### config.mk
export PLATFORM = sky130hd
export DESIGN_NAME = aol_device_flat
export DESIGN_NICKNAME = d
export VERILOG_FILES = /design/src/pkg/aol_pkg.sv /design/src/pkg/aol_if.sv /design/src/rtl/aol_device.sv /design/src/flat_wrapper.sv
export VERILOG_INCLUDE_DIRS = /design/src /design/src/pkg
export SDC_FILE = /design/constraint.sdc
export NUM_CORES = 1
export LEC_CHECK = 0
export BUFFER_PORTS_ARGS = -buffer_cell sky130_fd_sc_hd__buf_2
export CORE_UTILIZATION = 44
export DETAILED_ROUTE_END_ITERATION = 8
export PLACE_DENSITY_LB_ADDON = 0.12
export SYNTH_ARGS = -nofsm -noshare
export SYNTH_HDL_FRONTEND = slang
export SYNTH_SLANG_ARGS = --single-unit
### constraint.sdc
create_clock -name clk -period 2.9 [get_ports clk]
set_clock_uncertainty 0.15 [all_clocks]
set_input_delay 0.58 -clock clk [delete_from_list [all_inputs] [get_ports clk]]
set_output_delay 0.58 -clock clk [all_outputs]
set_load 0.03 [all_outputs]
### src/pkg/aol_defines.svh
// Purpose: constants of the addressed output latch, both ends
// Assumes: 200 MHz clock, one clock domain
// Notes:   timing list below, in ns and cycles
`ifndef AOL_DEFINES_SVH
`define AOL_DEFINES_SVH

// ----------------------------------------
// widths and fields
// ----------------------------------------
`define AOL_ADDR_W      11
`define AOL_ID_W        10
`define AOL_NIB_W       4
`define AOL_STAGES      8
`define AOL_PHC_W       2
`define AOL_GRP_BIT     0
`define AOL_ID_LSB      1
`define AOL_ID_MSB      10

// ----------------------------------------
// codes and reset values
// ----------------------------------------
`define AOL_PHC_IDLE    2'h0
`define AOL_PHC_IO      2'h3
`define AOL_LATCH_RST   8'h00

// ----------------------------------------
// timing
// ----------------------------------------
`define AOL_CLK_NS      5
`define AOL_POR_NS      1000
`define AOL_POR_CYC     ((`AOL_POR_NS + `AOL_CLK_NS - 1) / `AOL_CLK_NS)
`define AOL_STB_NS      20
`define AOL_STB_CYC     ((`AOL_STB_NS + `AOL_CLK_NS - 1) / `AOL_CLK_NS)
`define AOL_TMO_NS      200
`define AOL_TMO_CYC     (`AOL_TMO_NS / `AOL_CLK_NS)
`define AOL_CNT_W       8

`endif

### src/pkg/aol_pkg.sv
// Purpose: types of the addressed output latch
// Assumes: aol_defines.svh on the include path
// Notes:   state of each end is one packed struct
`default_nettype none
`include "aol_defines.svh"

package aol_pkg;

    // ----------------------------------------
    // device state
    // ----------------------------------------
    typedef struct packed {
        logic [`AOL_STAGES-1:0] latch;
        logic [`AOL_STAGES-1:0] stage;
        logic                   strobe_prev;
        logic                   prd_oe_n;
        logic                   def_oe_n;
        logic                   ali_oe_n;
        logic                   ale_oe_n;
    } aol_dev_t;

    // ----------------------------------------
    // host state
    // ----------------------------------------
    typedef enum logic [2:0] {
        AOL_POR, AOL_IDLE, AOL_SETUP, AOL_WAIT_PRF,
        AOL_STROBE, AOL_WAIT_DEF, AOL_RELEASE
    } aol_hst_st_t;

    typedef struct packed {
        aol_hst_st_t               st;
        logic [`AOL_CNT_W-1:0]     cnt;
        logic [`AOL_ADDR_W-1:0]    addr;
        logic [`AOL_NIB_W-1:0]     nibble;
        logic [`AOL_PHC_W-1:0]     phase;
        logic                      valid;
        logic                      strobe;
        logic                      por_n;
        logic                      ready;
        logic                      done;
        logic                      error;
    } aol_hst_t;

endpackage

`default_nettype wire

### src/pkg/aol_if.sv
// Purpose: backplane link between processor and output latch
// Assumes: open-collector lines resolved here
// Notes:   oe_n low means the line is pulled low
`default_nettype none
`include "aol_defines.svh"

interface aol_if;
    // processor driven
    logic [`AOL_ADDR_W-1:0] addr;
    logic [`AOL_NIB_W-1:0]  data_nibble;
    logic                   store_strobe;
    logic [`AOL_PHC_W-1:0]  phase_control;
    logic                   address_valid;
    logic                   power_on_reset_n;
    // open-collector returns
    logic                   prepare_done_out;
    logic                   prepare_done_oe_n;
    logic                   exchange_done_out;
    logic                   exchange_done_oe_n;
    // resolved wire levels, pulled up when released
    logic                   prepare_done_n;
    logic                   exchange_done_n;

    assign prepare_done_n  = prepare_done_oe_n ? 1'b1 : prepare_done_out;
    assign exchange_done_n = exchange_done_oe_n ? 1'b1 : exchange_done_out;

    modport dev (
        input  addr, data_nibble, store_strobe, phase_control,
        input  address_valid, power_on_reset_n,
        output prepare_done_out, prepare_done_oe_n,
        output exchange_done_out, exchange_done_oe_n
    );

    modport host (
        output addr, data_nibble, store_strobe, phase_control,
        output address_valid, power_on_reset_n,
        input  prepare_done_n, exchange_done_n
    );
endinterface

`default_nettype wire

### src/rtl/aol_device.sv
// Purpose: output module end: decode, latch, gate eight stages
// Assumes: link inputs synchronous to clk
// Notes:   strobe acts on its rising edge only
`default_nettype none
`include "aol_defines.svh"

module aol_device (
    // clock and reset
    input  wire logic                   clk,
    input  wire logic                   srst,
    // backplane link
    aol_if.dev                          lnk,
    // identity straps, latch clear and output disable
    input  wire logic [`AOL_ID_W-1:0]   module_id,
    input  wire logic                   latch_clear_n,
    input  wire logic                   all_outputs_disable,
    // supply and protection indications
    input  wire logic                   vic_above_thr,
    input  wire logic                   vs_low,
    input  wire logic [`AOL_STAGES-1:0] short_det,
    // stage drive
    output logic [`AOL_STAGES-1:0]      stage_on,
    // alarm outputs, open collector
    output logic                        supply_alarm_internal_out,
    output logic                        supply_alarm_internal_oe_n,
    output logic                        supply_alarm_external_out,
    output logic                        supply_alarm_external_oe_n
);

    // ----------------------------------------
    // decode
    // ----------------------------------------
    function automatic logic id_match(
        input logic [`AOL_ADDR_W-1:0] a,
        input logic [`AOL_ID_W-1:0]   id
    );
        id_match = (a[`AOL_ID_MSB:`AOL_ID_LSB] == id);
    endfunction

    // group named by the group bit of the address
    function automatic logic grp_hit(
        input logic [`AOL_ADDR_W-1:0] a,
        input int                     g
    );
        grp_hit = (a[`AOL_GRP_BIT] == g[0]);
    endfunction

    localparam logic [`AOL_STAGES-1:0] LATCH_RST = `AOL_LATCH_RST;

    aol_pkg::aol_dev_t q;
    aol_pkg::aol_dev_t d;
    aol_pkg::aol_dev_t rst_val;

    logic                   sel;
    logic                   strobe_rise;
    logic                   store;
    logic                   clear_all;
    logic                   block_all;
    logic [`AOL_STAGES-1:0] gated;
    logic [`AOL_STAGES-1:0] latch_nxt;
    logic [1:0]             grp_wr;
    logic                   prd_set;
    logic                   def_set;
    logic                   def_clr;
    logic                   alarm_low;

    always_comb begin
        rst_val             = '0;
        rst_val.latch       = `AOL_LATCH_RST;
        rst_val.prd_oe_n    = 1'b1;
        rst_val.def_oe_n    = 1'b1;
        rst_val.ali_oe_n    = 1'b1;
        rst_val.ale_oe_n    = 1'b1;
    end

    // ----------------------------------------
    // select and store strobe
    // ----------------------------------------
    // identity straps only, no other source
    assign sel = lnk.address_valid
               && id_match(lnk.addr, module_id);

    assign strobe_rise = lnk.store_strobe && !q.strobe_prev;

    // store only in the i/o phase of the cycle
    assign store = sel && strobe_rise
                 && (lnk.phase_control == `AOL_PHC_IO);

    // ----------------------------------------
    // clear and block
    // ----------------------------------------
    // power-on reset and latch clear both empty the latches
    assign clear_all = !latch_clear_n
                     || !lnk.power_on_reset_n;

    // disable and low stage supply act on all stages at once
    assign block_all = all_outputs_disable
                     || vs_low;

    // ----------------------------------------
    // group write enables
    // ----------------------------------------
    genvar gg;
    generate
        for (gg = 0; gg < 2; gg++) begin : g_group
            // the store reaches one group of four stages
            assign grp_wr[gg] = store
                              && grp_hit(lnk.addr, gg);
        end
    endgenerate

    // ----------------------------------------
    // per-stage latch and gating
    // ----------------------------------------
    genvar gi;
    generate
        for (gi = 0; gi < `AOL_STAGES; gi++) begin : g_stage
            // clear and power-on reset win over a store
            assign latch_nxt[gi] = clear_all ? LATCH_RST[gi]
                                 : grp_wr[gi / `AOL_NIB_W]
                                 ? lnk.data_nibble[gi % `AOL_NIB_W]
                                 : q.latch[gi];
            // latch kept, so stage returns when short clears
            assign gated[gi] = q.latch[gi] && !block_all
                             && !short_det[gi];
        end
    endgenerate

    // ----------------------------------------
    // handshake terms
    // ----------------------------------------
    // prepare-done pulls low while addressed and valid
    assign prd_set = sel;

    // exchange-done set by a store, held until valid drops
    assign def_set = store;
    assign def_clr = !lnk.address_valid;

    // ----------------------------------------
    // alarm terms
    // ----------------------------------------
    // line pulled low means the converter input is healthy
    assign alarm_low = vic_above_thr;

    // ----------------------------------------
    // next state
    // ----------------------------------------
    always_comb begin
        d             = q;
        d.strobe_prev = lnk.store_strobe;

        // latches from the per-stage logic
        d.latch = latch_nxt;

        // stage view follows this cycle's gating
        d.stage = gated;

        // released unless addressed and valid
        d.prd_oe_n = !prd_set;

        // release wins: a store needs valid anyway
        if (def_clr) begin
            d.def_oe_n = 1'b1;
        end else if (def_set) begin
            d.def_oe_n = 1'b0;
        end

        // both alarm lines from one source
        d.ali_oe_n = !alarm_low;
        d.ale_oe_n = !alarm_low;

        if (srst) begin
            d = rst_val;
        end
    end

    always_ff @(posedge clk) begin
        q <= d;
    end

    // ----------------------------------------
    // outputs
    // ----------------------------------------
    // a driven open-collector line always sits at zero
    logic oc_zero_q;

    always_ff @(posedge clk) begin
        oc_zero_q <= 1'b0;
    end

    assign stage_on                   = q.stage;

    // ----------------------------------------
    // link returns, open collector
    // ----------------------------------------
    assign lnk.prepare_done_out       = oc_zero_q;
    assign lnk.prepare_done_oe_n      = q.prd_oe_n;
    assign lnk.exchange_done_out      = oc_zero_q;
    assign lnk.exchange_done_oe_n     = q.def_oe_n;

    // ----------------------------------------
    // alarm lines, open collector
    // ----------------------------------------
    assign supply_alarm_internal_out  = oc_zero_q;
    assign supply_alarm_internal_oe_n = q.ali_oe_n;
    assign supply_alarm_external_out  = oc_zero_q;
    assign supply_alarm_external_oe_n = q.ale_oe_n;

endmodule

`default_nettype wire

### src/flat_wrapper.sv
// flat-port wrapper written by rule: the top's interface ports become plain ports
module aol_device_flat 
  (clk, srst, module_id, latch_clear_n, all_outputs_disable, vic_above_thr, vs_low, short_det, stage_on, supply_alarm_internal_out, supply_alarm_internal_oe_n, supply_alarm_external_out, supply_alarm_external_oe_n, lnk_addr, lnk_data_nibble, lnk_store_strobe, lnk_phase_control, lnk_address_valid, lnk_power_on_reset_n, lnk_prepare_done_out, lnk_prepare_done_oe_n, lnk_exchange_done_out, lnk_exchange_done_oe_n);
  aol_if lnk_i ();
  input  wire logic clk;
  input  wire logic srst;
  input  wire logic [`AOL_ID_W-1:0] module_id;
  input  wire logic latch_clear_n;
  input  wire logic all_outputs_disable;
  input  wire logic vic_above_thr;
  input  wire logic vs_low;
  input  wire logic [`AOL_STAGES-1:0] short_det;
  output logic [`AOL_STAGES-1:0] stage_on;
  output logic supply_alarm_internal_out;
  output logic supply_alarm_internal_oe_n;
  output logic supply_alarm_external_out;
  output logic supply_alarm_external_oe_n;
  input wire logic [$bits(lnk_i.addr)-1:0] lnk_addr;
  input wire logic [$bits(lnk_i.data_nibble)-1:0] lnk_data_nibble;
  input wire logic [$bits(lnk_i.store_strobe)-1:0] lnk_store_strobe;
  input wire logic [$bits(lnk_i.phase_control)-1:0] lnk_phase_control;
  input wire logic [$bits(lnk_i.address_valid)-1:0] lnk_address_valid;
  input wire logic [$bits(lnk_i.power_on_reset_n)-1:0] lnk_power_on_reset_n;
  output wire logic [$bits(lnk_i.prepare_done_out)-1:0] lnk_prepare_done_out;
  output wire logic [$bits(lnk_i.prepare_done_oe_n)-1:0] lnk_prepare_done_oe_n;
  output wire logic [$bits(lnk_i.exchange_done_out)-1:0] lnk_exchange_done_out;
  output wire logic [$bits(lnk_i.exchange_done_oe_n)-1:0] lnk_exchange_done_oe_n;
  assign lnk_i.addr = lnk_addr;
  assign lnk_i.data_nibble = lnk_data_nibble;
  assign lnk_i.store_strobe = lnk_store_strobe;
  assign lnk_i.phase_control = lnk_phase_control;
  assign lnk_i.address_valid = lnk_address_valid;
  assign lnk_i.power_on_reset_n = lnk_power_on_reset_n;
  assign lnk_prepare_done_out = lnk_i.prepare_done_out;
  assign lnk_prepare_done_oe_n = lnk_i.prepare_done_oe_n;
  assign lnk_exchange_done_out = lnk_i.exchange_done_out;
  assign lnk_exchange_done_oe_n = lnk_i.exchange_done_oe_n;
  aol_device u_core (.clk(clk), .srst(srst), .lnk(lnk_i), .module_id(module_id), .latch_clear_n(latch_clear_n), .all_outputs_disable(all_outputs_disable), .vic_above_thr(vic_above_thr), .vs_low(vs_low), .short_det(short_det), .stage_on(stage_on), .supply_alarm_internal_out(supply_alarm_internal_out), .supply_alarm_internal_oe_n(supply_alarm_internal_oe_n), .supply_alarm_external_out(supply_alarm_external_out), .supply_alarm_external_oe_n(supply_alarm_external_oe_n));
endmodule
Word-level counts from Yosys, hierarchy flattened
Index checks and enable logic that the tools add are counted.
- output and inout port bits: 16
- register bits: 20
- input bits: 44
- bitwise operators: 2
- reductions and logical operators: 40
- eq/ne operators: 2
- operator list (operator ; number):
    $logic_and 1x1->1 ; 22
    $logic_not 1->1 ; 14
    $eq 10x10->1 ; 1
    $reduce_or 2->1 ; 2
    $eq 2x2->1 const B ; 1
    $logic_or 1x1->1 ; 2
    $not 1->1 ; 2

Logic depth before layout (Yosys ltp)
Gate-level depths: netlist of run 1.
- depth in word-level cells: 5
- depth in mapped cells: 5
- depth with buffers taken out: 4

Worst setup path before layout of run 1
No wires, ideal clock.
- kind: input to register
- from: input port module_id[8]
- to: register u_core.q[17] in the netlist's numbering
- arrival time: 1.668 ns
- slack: 0.962 ns
- stages on the path: 5
- cells stage by stage: xor2_1 > nor4_1 > or4b_1 > clkbuf_2 > mux2i_1
- cells in the longest elaborated chain, start to end: 5
- ends and longest elaborated chain (element ; line ; RTL):
    from (decl) ; flat_wrapper.sv:7 ; input wire logic [`AOL_ID_W-1:0] module_id;
    $eq 10x10->1 ; aol_device.sv:37 ; id_match = (a[`AOL_ID_MSB:`AOL_ID_LSB] == id);
    $logic_and 1x1->1 ; aol_device.sv:81 ; && id_match(lnk.addr, module_id);
    $logic_and 1x1->1 (2 in a row) ; aol_device.sv:86 ; assign store = sel && strobe_rise
    $logic_and 1x1->1 ; aol_device.sv:108 ; && grp_hit(lnk.addr, gg);
    to (signal assigned) ; aol_device.sv:178 ; q <= d;
    to (decl) ; aol_device.sv:50 ; aol_pkg::aol_dev_t q;
Every way passes these cells.
A chain may end at the register's enable or synchronous reset.

Worst setup path after layout of run 1
- from: input port module_id[8]
- to: register u_core.q[14] in the netlist's numbering
Same word-level chain as after synthesis.

==> metrics, run 1 <==
pwr dens=429 mW/mm²; DRT iter0 DRCs=12; clk slew on worst S/H paths=0.11 ns; Final Hold Fails=0; layout cells sized above 1=42.6%; total track usage=14.6%; peak fanout along the critical path=4; Achievable Freq=0.520 GHz; Ys Warns=0; root buf cell=clkbuf_4; Avg Inst Size Synth=9.59 µm²; Worst-Margin Slew=0.688 ns; Post-Syn Instances=95; Starting Density=46.4%; antenna violations before repair=0; leading cell type in the layout, fill and taps excluded=buf_2; fin crit share=66.4%; port bufs=55; Design Area, Final=0.00116 mm²; clock sinks=20; post-DR vias/cell=4.41; post-synthesis sequential area ratio=44.0%; # DRC=0; Clk Latency, worst-skew pair=0.29 ns; cts hold-fix bufs=0; post-synth top area cell=dfxtp_1; Max VDD drop=0.251 mV; Yosys top cell area share=44.0%; drt pass-1 iters=4; Setup WS post-layout=0.975 ns; Rel. slew slack=54.0%; H-tree levels=1; crit path capture type=flip-flop; CP Cell Sequence=buf_2 > xor2_1 > nor4_1 > nor4b_2 > mux2i_1; CTS tree=built; post-CTS setup buffers=0; TNS Setup=0 ns; post-cts resize count=0; Final HPWL DP=1320 µm; Setup-failing EPs final=0; RSZ-0062 raised after global routing=false; filler cell count=211; final-report max-slew violation count=0; largest net degree at the start of global routing=13; Largest stage delay, worst path=0.61 ns; Placed Area=0.00112 mm²; Antenna diodes=0; Reg area=400 µm²; vias in the first global route=605; final antenna-violating net count=0; Setup Crit Path Kind=in2reg; startpoint types=primary input; Core Area=0.00196 mm²; Yosys reg bits=20; Layout Nets=186; status=finished clean; Critical Path RT=2.97 ns; CTS buffer count=3; Site Rows=16; GP Congestion=0.723; I/O pin count=60; Post-Syn Area=911 µm²; DR vias=741; full die area=0.00226 mm²; multi-input logic area=404 µm²; first-pass GRT wire length=2260 µm; Max clock buf depth=2; WL/cell=9.26 µm; Final Critical Period=1.92 ns; Syn-to-layout area delta=27.1%; total of max-cap violations=0; width of the die=47.5 µm; Synth cell types=22; Hold Path Class=in2reg; Place WS=0.679 ns; Critical Path AT=2.00 ns; CP max stage cell=nor4b_2; final wirelength=1560 µm; leak pwr=0.536 nW; die height=47.5 µm; synth top area cells=dfxtp_1 44%, buf_4 11%, mux2i_1 8.8%; most frequent cells in the layout=55 x buf_2, 20 x dfxtp_1, 13 x nand2_1; total gr overflow=0
[cell type report]
class,count,area share (%)
well taps,27,2.92
repair buffers,55,23.8
clock buffers,4,3.14
flip-flops and latches,20,34.6
inverters,2,0.649
multi-input cells,60,34.9
[metal layers]
layer	GRT usage (%)	share of wire, %
met2	27.4	54
met3	3.02	6.7
met5	0	0
met1	14.6	39
met4	8.57	0
[per-stage QoR]
| stage | power (W) | std cells | util (%) | hold slack, ns |
|---|---|---|---|---|
| floorplan | 0.000320 | 98 | - | 0.280 |
| global placement | 0.000348 | 164 | 57.1 | 0.296 |
| detailed placement | 0.000350 | 164 | 57.1 | 0.299 |
| CTS | 0.000504 | 168 | 59.0 | 0.271 |
| global route | 0.000525 | 168 | 59.0 | 0.254 |
| finish | 0.000497 | 168 | 59.0 | 0.281 |
[logic make-up after synthesis]
logic type | after synthesis | share of synthesized area (%)
simple gates | 37 | 23.4
mux | 8 | 8.79
flops | 20 | 44.0
xor+xnor | 10 | 9.62
other cells | 1 | 0.412
compound gates | 1 | 0.962
buf+inv | 18 | 12.9
[flip-flops by register name (all words and copies together) (netlist names)]
signal                             flops
u_core.lnk.exchange_done_oe_n          1
u_core.lnk.prepare_done_oe_n           1
u_core.stage_on                        8
u_core.q                               9
u_core.supply_alarm_internal_oe_n      1
[worst max-delay path: cells and delay by family]
kind	cells	cell delay, ns
buffers and inverters	1	0.10
muxes	1	0.25
xor gates and xnor gates	1	0.16
and+or+nand+nor	2	0.91
[power by group]
part	internal, W	switching, W
logic	0.0000336	0.0000332
clock network	0.0000764	0.0000771
registers	0.000276	0.000000464
[synth_stat cells]
library cell  count
a41oi_1           1
buf_4            13
clkbuf_1          2
clkbuf_2          1
conb_1            1
dfxtp_1          20
inv_1             2
mux2i_1           8
nand2_1          13
nand2b_1          1
nand3_1           1
nand4_1           2
nand4b_1          1
nor2_1            4
nor2b_1           3
nor3b_1           8
nor4_1            1
nor4b_2           1
or3_1             1
or4b_1            1
xnor2_1           8
xor2_1            2
[final timing paths]
check,end,cells past startpoint,slack [ns],from
setup / recovery,u_core.q[14],5,0.98,module_id[8]
hold / removal,u_core.stage_on[4],2,0.28,short_det[4]
setup reg to reg,u_core.q[14],4,0.98,u_core.q[4]
hold reg to reg,u_core.q[15],2,0.31,u_core.q[15]
No activity file was read; power rests on OpenSTA's default activity.
==> run 2: changes to the inputs <==
--- a/config.mk
+++ b/config.mk
@@ -6,8 +6,9 @@
 export SDC_FILE = /design/constraint.sdc
 export NUM_CORES = 1
 export LEC_CHECK = 0
+export ABC_AREA = 1
 export BUFFER_PORTS_ARGS = -buffer_cell sky130_fd_sc_hd__buf_2
-export CORE_UTILIZATION = 44
+export CORE_UTILIZATION = 38
 export DETAILED_ROUTE_END_ITERATION = 8
 export PLACE_DENSITY_LB_ADDON = 0.12
 export SYNTH_ARGS = -nofsm -noshare
==> constraint.sdc (replaced) <==
create_clock -name clk -period 1.57 [get_ports clk]
set_clock_uncertainty 0.15 [all_clocks]
set_input_delay 0.314 -clock clk [delete_from_list [all_inputs] [get_ports clk]]
set_output_delay 0.314 -clock clk [all_outputs]
set_load 0.03 [all_outputs]
==> run 2 against run 1 <==
Combinational power rose by 110%. Non-clock buffer count increased by 2. Register-to-register slack worse by 0.66 ns. Setup slack worse by 0.69 ns. Wire length is 23% higher. Cell count increased by 30%. Sequential cell count unchanged. Die area grew 26%. Area after synthesis increased by 9.5%. Via count grew 25%. Utilization down 7.9 points.
==> metrics, run 2 <==
final wirelength=1910 µm; Place WS=0.0756 ns; most frequent cells in the layout=55 x buf_2, 39 x nand2_1, 22 x nor2_1; first-pass GRT wire length=3310 µm; Clk Latency, worst-skew pair=0.29 ns; clock share of power=25.9%; crit-path leading delay family=flip-flops; Final Hold Fails=0; Max clock buf depth=2; total gr overflow=0; Setup WS post-layout=0.281 ns; Reg area=400 µm²; port bufs=55; GR Util met2=30.6%; status=finished clean; peak fanout along the critical path=2; synth top area cells=dfxtp_1 40%, nand2_1 15%, buf_4 9.8%; WL/cell=8.75 µm; leak pwr=0.716 nW; startpoint types=flip-flop; post-synth top area cell=dfxtp_1; final antenna-violating net count=0; clk slew on worst S/H paths=0.10 ns; Switch Pwr=0.000218 W; Setup Crit Path Kind=reg2out; number of synthesized flops with an enable pin=0; DR vias=924; P_int=0.000665 W; post-DR vias/cell=4.24; filler cell count=265; Avg Inst Size Synth=7.23 µm²; Layout Nets=234; vias in the first global route=861; Final Critical Period=1.29 ns; Final HPWL DP=1580 µm; Largest stage delay, worst path=0.34 ns; RSZ-0062 raised after global routing=false; Starting Density=40.3%; Critical Path RT=1.11 ns; width of the die=53.2 µm; CP Buf/Inv Count=1; full die area=0.00283 mm²; Hold Path Class=in2reg; TNS Setup=0 ns; Core Area=0.00248 mm²; total of max-cap violations=0; Synth top cells by count=39 x nand2_1, 22 x nor2_1, 20 x dfxtp_1, 20 x inv_1, 13 x buf_4; Synth cell types=16; Max VDD drop=0.751 mV; sequential share of power=58.0%; Antenna diodes=0; DRT iter0 DRCs=7; # DRC=0; CP Cell Sequence=buf_2; clock sinks=20; gr busiest metal=met2; cell with the most instances after synthesis=nand2_1; CTS buffer count=3; final-report max-slew violation count=0; met3 Use GR=6.61%; Ys Warns=0; crit path capture type=primary output; multi-input logic area=432 µm²; GP Congestion=0.662; CTS tree=built; I/O pin count=60; Sw Share=24.7%; CP max stage cell=dfxtp_1; Hold WS=0.0160 ns; ys flop type=dfxtp_1; grt met1 use=16.3%; max FFs per register=9; logic gate share of total power=16.1%; drt pass-1 iters=4; largest net degree at the start of global routing=11; layout cells sized above 1=34.0%; post-synthesis sequential area ratio=40.2%; antenna violations before repair=0; Site Rows=18; Setup-failing EPs final=0; Syn-to-layout area delta=27.0%; Critical Path AT=0.83 ns; die height=53.2 µm; Layout Utilization=51.1%; root buf cell=clkbuf_4; Post-Syn Instances=138; Yosys top cell area share=40.2%; most flop-heavy register=u_core.q; Post-Syn Area=997 µm²; Achievable Freq=0.776 GHz; fin crit share=82.1%; pwr dens=697 mW/mm²; H-tree levels=1; leading cell type in the layout, fill and taps excluded=buf_2; total track usage=16.1%; post-synthesis async set-or-reset flop share=0%; Yosys reg bits=20
## run 2: final cells by class
type | count | share of cell area, %
multi-input combinational | 87 | 34.1
sequential | 20 | 31.6
timing repair buffer | 57 | 23.3
inverter | 21 | 6.23
tap | 30 | 2.96
clock buffer | 3 | 1.78
## run 2: logic make-up after synthesis
family / Yosys count / share of synthesized area (%)
flops: 20 / 40.2
other cells: 1 / 0.376
compound gates: 1 / 0.501
buf+inv: 34 / 17.7
xor+xnor: 5 / 4.39
simple gates: 77 / 36.9
## run 2: metal layers
layer | up-vias | routed length (µm) | share of wire [%]
li1 | 491 | - | -
met1 | 399 | 733 | 38
met4 | 0 | 12 | 0.63
met5 | - | 0 | 0
met3 | 2 | 149 | 7.8
met2 | 32 | 1010 | 53
## run 2: repair_timing
action,4_1_cts,5_1_grt
setup buffers,0,0
endpoints found under the hold margin,0,2
hold buffers,0,2
resized for setup,0,0
## run 2: power by group through the flow
stage               registers (W)  clock network [W]  logic (W)
floorplan                0.000526                  0  0.0000770
global placement         0.000523                  0   0.000136
detailed placement       0.000523                  0   0.000140
CTS                      0.000512           0.000239   0.000141
global route             0.000512           0.000268   0.000162
finish                   0.000511           0.000229   0.000142
## run 2: worst reg2reg max path, cell delays in order (launching register included)
cell and delay (ns):
dfxtp_1 0.33, nor3_4 0.28, nand4_4 0.20, nand2_1 0.09, nand2_1 0.05, nor2_1 0.09
## run 2: path summary, 6_finish.rpt
kind,start,endpoint,slack (ns),cells after the start
hold reg to reg,u_core.q[20],u_core.stage_on[7],0.30,2
setup / recovery,u_core.lnk.exchange_done_oe_n,lnk_exchange_done_oe_n,0.28,1
setup reg to reg,u_core.q[4],u_core.q[19],0.32,5
hold / removal,short_det[7],u_core.stage_on[7],0.02,2
## run 2: per-stage QoR
stage          area (µm²)  total power [W]  instances
2_1_floorplan        1010         0.000603        141
3_3_place_gp         1220         0.000659        213
3_5_place_dp         1220         0.000663        213
4_1_cts              1250         0.000891        216
5_1_grt              1270         0.000942        218
6_report             1270         0.000882        218
==> run 3: changes to the inputs <==
==> constraint.sdc (replaced) <==
create_clock -name clk -period 1.05 [get_ports clk]
set_clock_uncertainty 0.15 [all_clocks]
set_input_delay 0.21 -clock clk [delete_from_list [all_inputs] [get_ports clk]]
set_output_delay 0.21 -clock clk [all_outputs]
set_load 0.03 [all_outputs]
==> run 3 against run 2 <==
The run now ends with negative setup slack left. Sequential cell count stayed put. Sequential share of layout area is 6.2 points lower. Setup slack worse by 0.46 ns. Via count is 7.3% higher. Sequential power is 50% higher. Count of clock-buffer cells in the layout is 1 higher. Hold slack better by 0.0022 ns. Wire length is 14% higher. Critical path depth is 4 higher. Clock power is 90% higher. Critical path type is now reg2reg. Critical endpoint is now u_core.q[18].
==> metrics, run 3 (synthesis gave the netlist of run 2 again) <==
Layout Nets=247; total track usage=17.7%; port bufs=55; Reg-to-Reg Start=u_core.q[4]; fin crit share=117%; Achievable Freq=0.813 GHz; CTS tree=built; Antenna diodes=0; DRT iter0 DRCs=8; Design Area, Final=0.00163 mm²; post-DR vias/cell=4.27; Hold Path Class=in2reg; leading cell type in the layout, fill and taps excluded=buf_2; Syn-to-layout area delta=63.9%; GP Congestion=0.720; Reg area=415 µm²; max FFs per register=9; Critical Path AT=1.32 ns; drt pass-1 iters=3; Max VDD drop=0.896 mV; root buf cell=clkbuf_4; most frequent cells in the layout=35 x buf_2, 31 x nand2_1, 19 x nor2_1, 19 x buf_6, 15 x dlygate4sd3_1; status=finished, violations left; RSZ-0062 raised after global routing=true; width of the die=53.2 µm; leak pwr=0.847 nW; CP Cell Sequence=nor3_4 > nand4_4 > nand2_1 > nand2_1 > nor2_1; power after layout=0.00152 W; largest net degree at the start of global routing=12; I/O pin count=60; Max clock buf depth=2; Critical Path RT=1.14 ns; multi-input logic area=494 µm²; total of max-cap violations=0; first-pass GRT wire length=3590 µm; Placed Area=0.00127 mm²; Final HPWL DP=1510 µm; startpoint types=flip-flop; Final Critical Period=1.23 ns; layout cells sized above 1=49.0%; Layout Utilization=66.0%; Core Area=0.00248 mm²; CP max stage cell=dfxtp_2; H-tree levels=1; final wirelength=2180 µm; hold wc startpoint=lnk_data_nibble[3]; peak fanout along the critical path=8; Largest stage delay, worst path=0.34 ns; crit path capture type=flip-flop; filler cell count=220; antenna violations before repair=0; CP Buf/Inv Count=0; final antenna-violating net count=0; Setup Crit Path Kind=reg2reg; final-report max-slew violation count=0; DR vias=991; # DRC=0; full die area=0.00283 mm²; cell repeated most along the worst path=nand2_1; Clk Latency, worst-skew pair=0.29 ns; Site Rows=18; Setup-failing EPs final=21; pwr dens=929 mW/mm²; WL/cell=9.41 µm; Final Hold Fails=0; crit-path leading delay family=simple AND/OR/NAND/NOR gates; failing checks=negative setup slack; Starting Density=40.3%; die height=53.2 µm; Setup WS post-layout=-0.179 ns; clk slew on worst S/H paths=0.11 ns; reg2reg setup slack=-0.18 ns; total gr overflow=0; vias in the first global route=956; CTS buffer count=3; Critical Path Source=u_core.q[4]; most flop-heavy register=u_core.q; clock sinks=20
-- run 3: timing repair --
action | CTS | global route
endpoints found under the setup margin | 21 | 22
setup buffers | 0 | 0
hold buffers | 15 | 0
gates resized for setup | 41 | 22
hold endpoints to repair | 15 | 0
pin swaps | 12 | 14
-- run 3: cell type report --
type / instances / area share [%]
Multi-Input combinational cell: 87 / 30.2
Tap cell: 30 / 2.30
Inverter: 21 / 5.90
Timing Repair Buffer: 70 / 33.9
Clock buffer: 4 / 2.22
Sequential cell: 20 / 25.4
-- run 3: through the flow --
| stage | setup TNS [ns] | hold WS (ns) | setup WS, ns | instances |
|---|---|---|---|---|
| 2_1_floorplan | -1.02 | 0.129 | -0.127 | 141 |
| 3_3_place_gp | -3.60 | 0.223 | -0.400 | 213 |
| 3_5_place_dp | -3.83 | 0.222 | -0.429 | 213 |
| 4_1_cts | -2.30 | 0.00706 | -0.172 | 232 |
| 5_1_grt | -3.53 | 0.00596 | -0.298 | 232 |
| 6_report | -2.04 | 0.0182 | -0.179 | 232 |
-- run 3: metal layers --
metal	up-vias	part of all wire, %	track usage, %
li1	519	-	-
met1	437	39	18.0
met2	33	55	33.8
met3	2	5.6	6.03
met4	0	0.46	3.95
met5	-	0	0
-- run 3: worst paths after layout --
path	endpoint	cells past startpoint
setup reg to reg	u_core.q[18]	5
setup / recovery	u_core.q[18]	5
hold reg to reg	u_core.stage_on[1]	2
hold / removal	u_core.q[16]	3
-- run 3: tightest hold or removal path: stages --
cell    delay (ns)
buf_2         0.10
nor2_1        0.04
nor2_1        0.08
-- run 3: where the power goes --
part,switching (W),leakage [nW],internal [W]
Sequential,0.00000310,0.165,0.000763
Combinational,0.000148,0.661,0.000170
Clock,0.000223,0.0210,0.000211
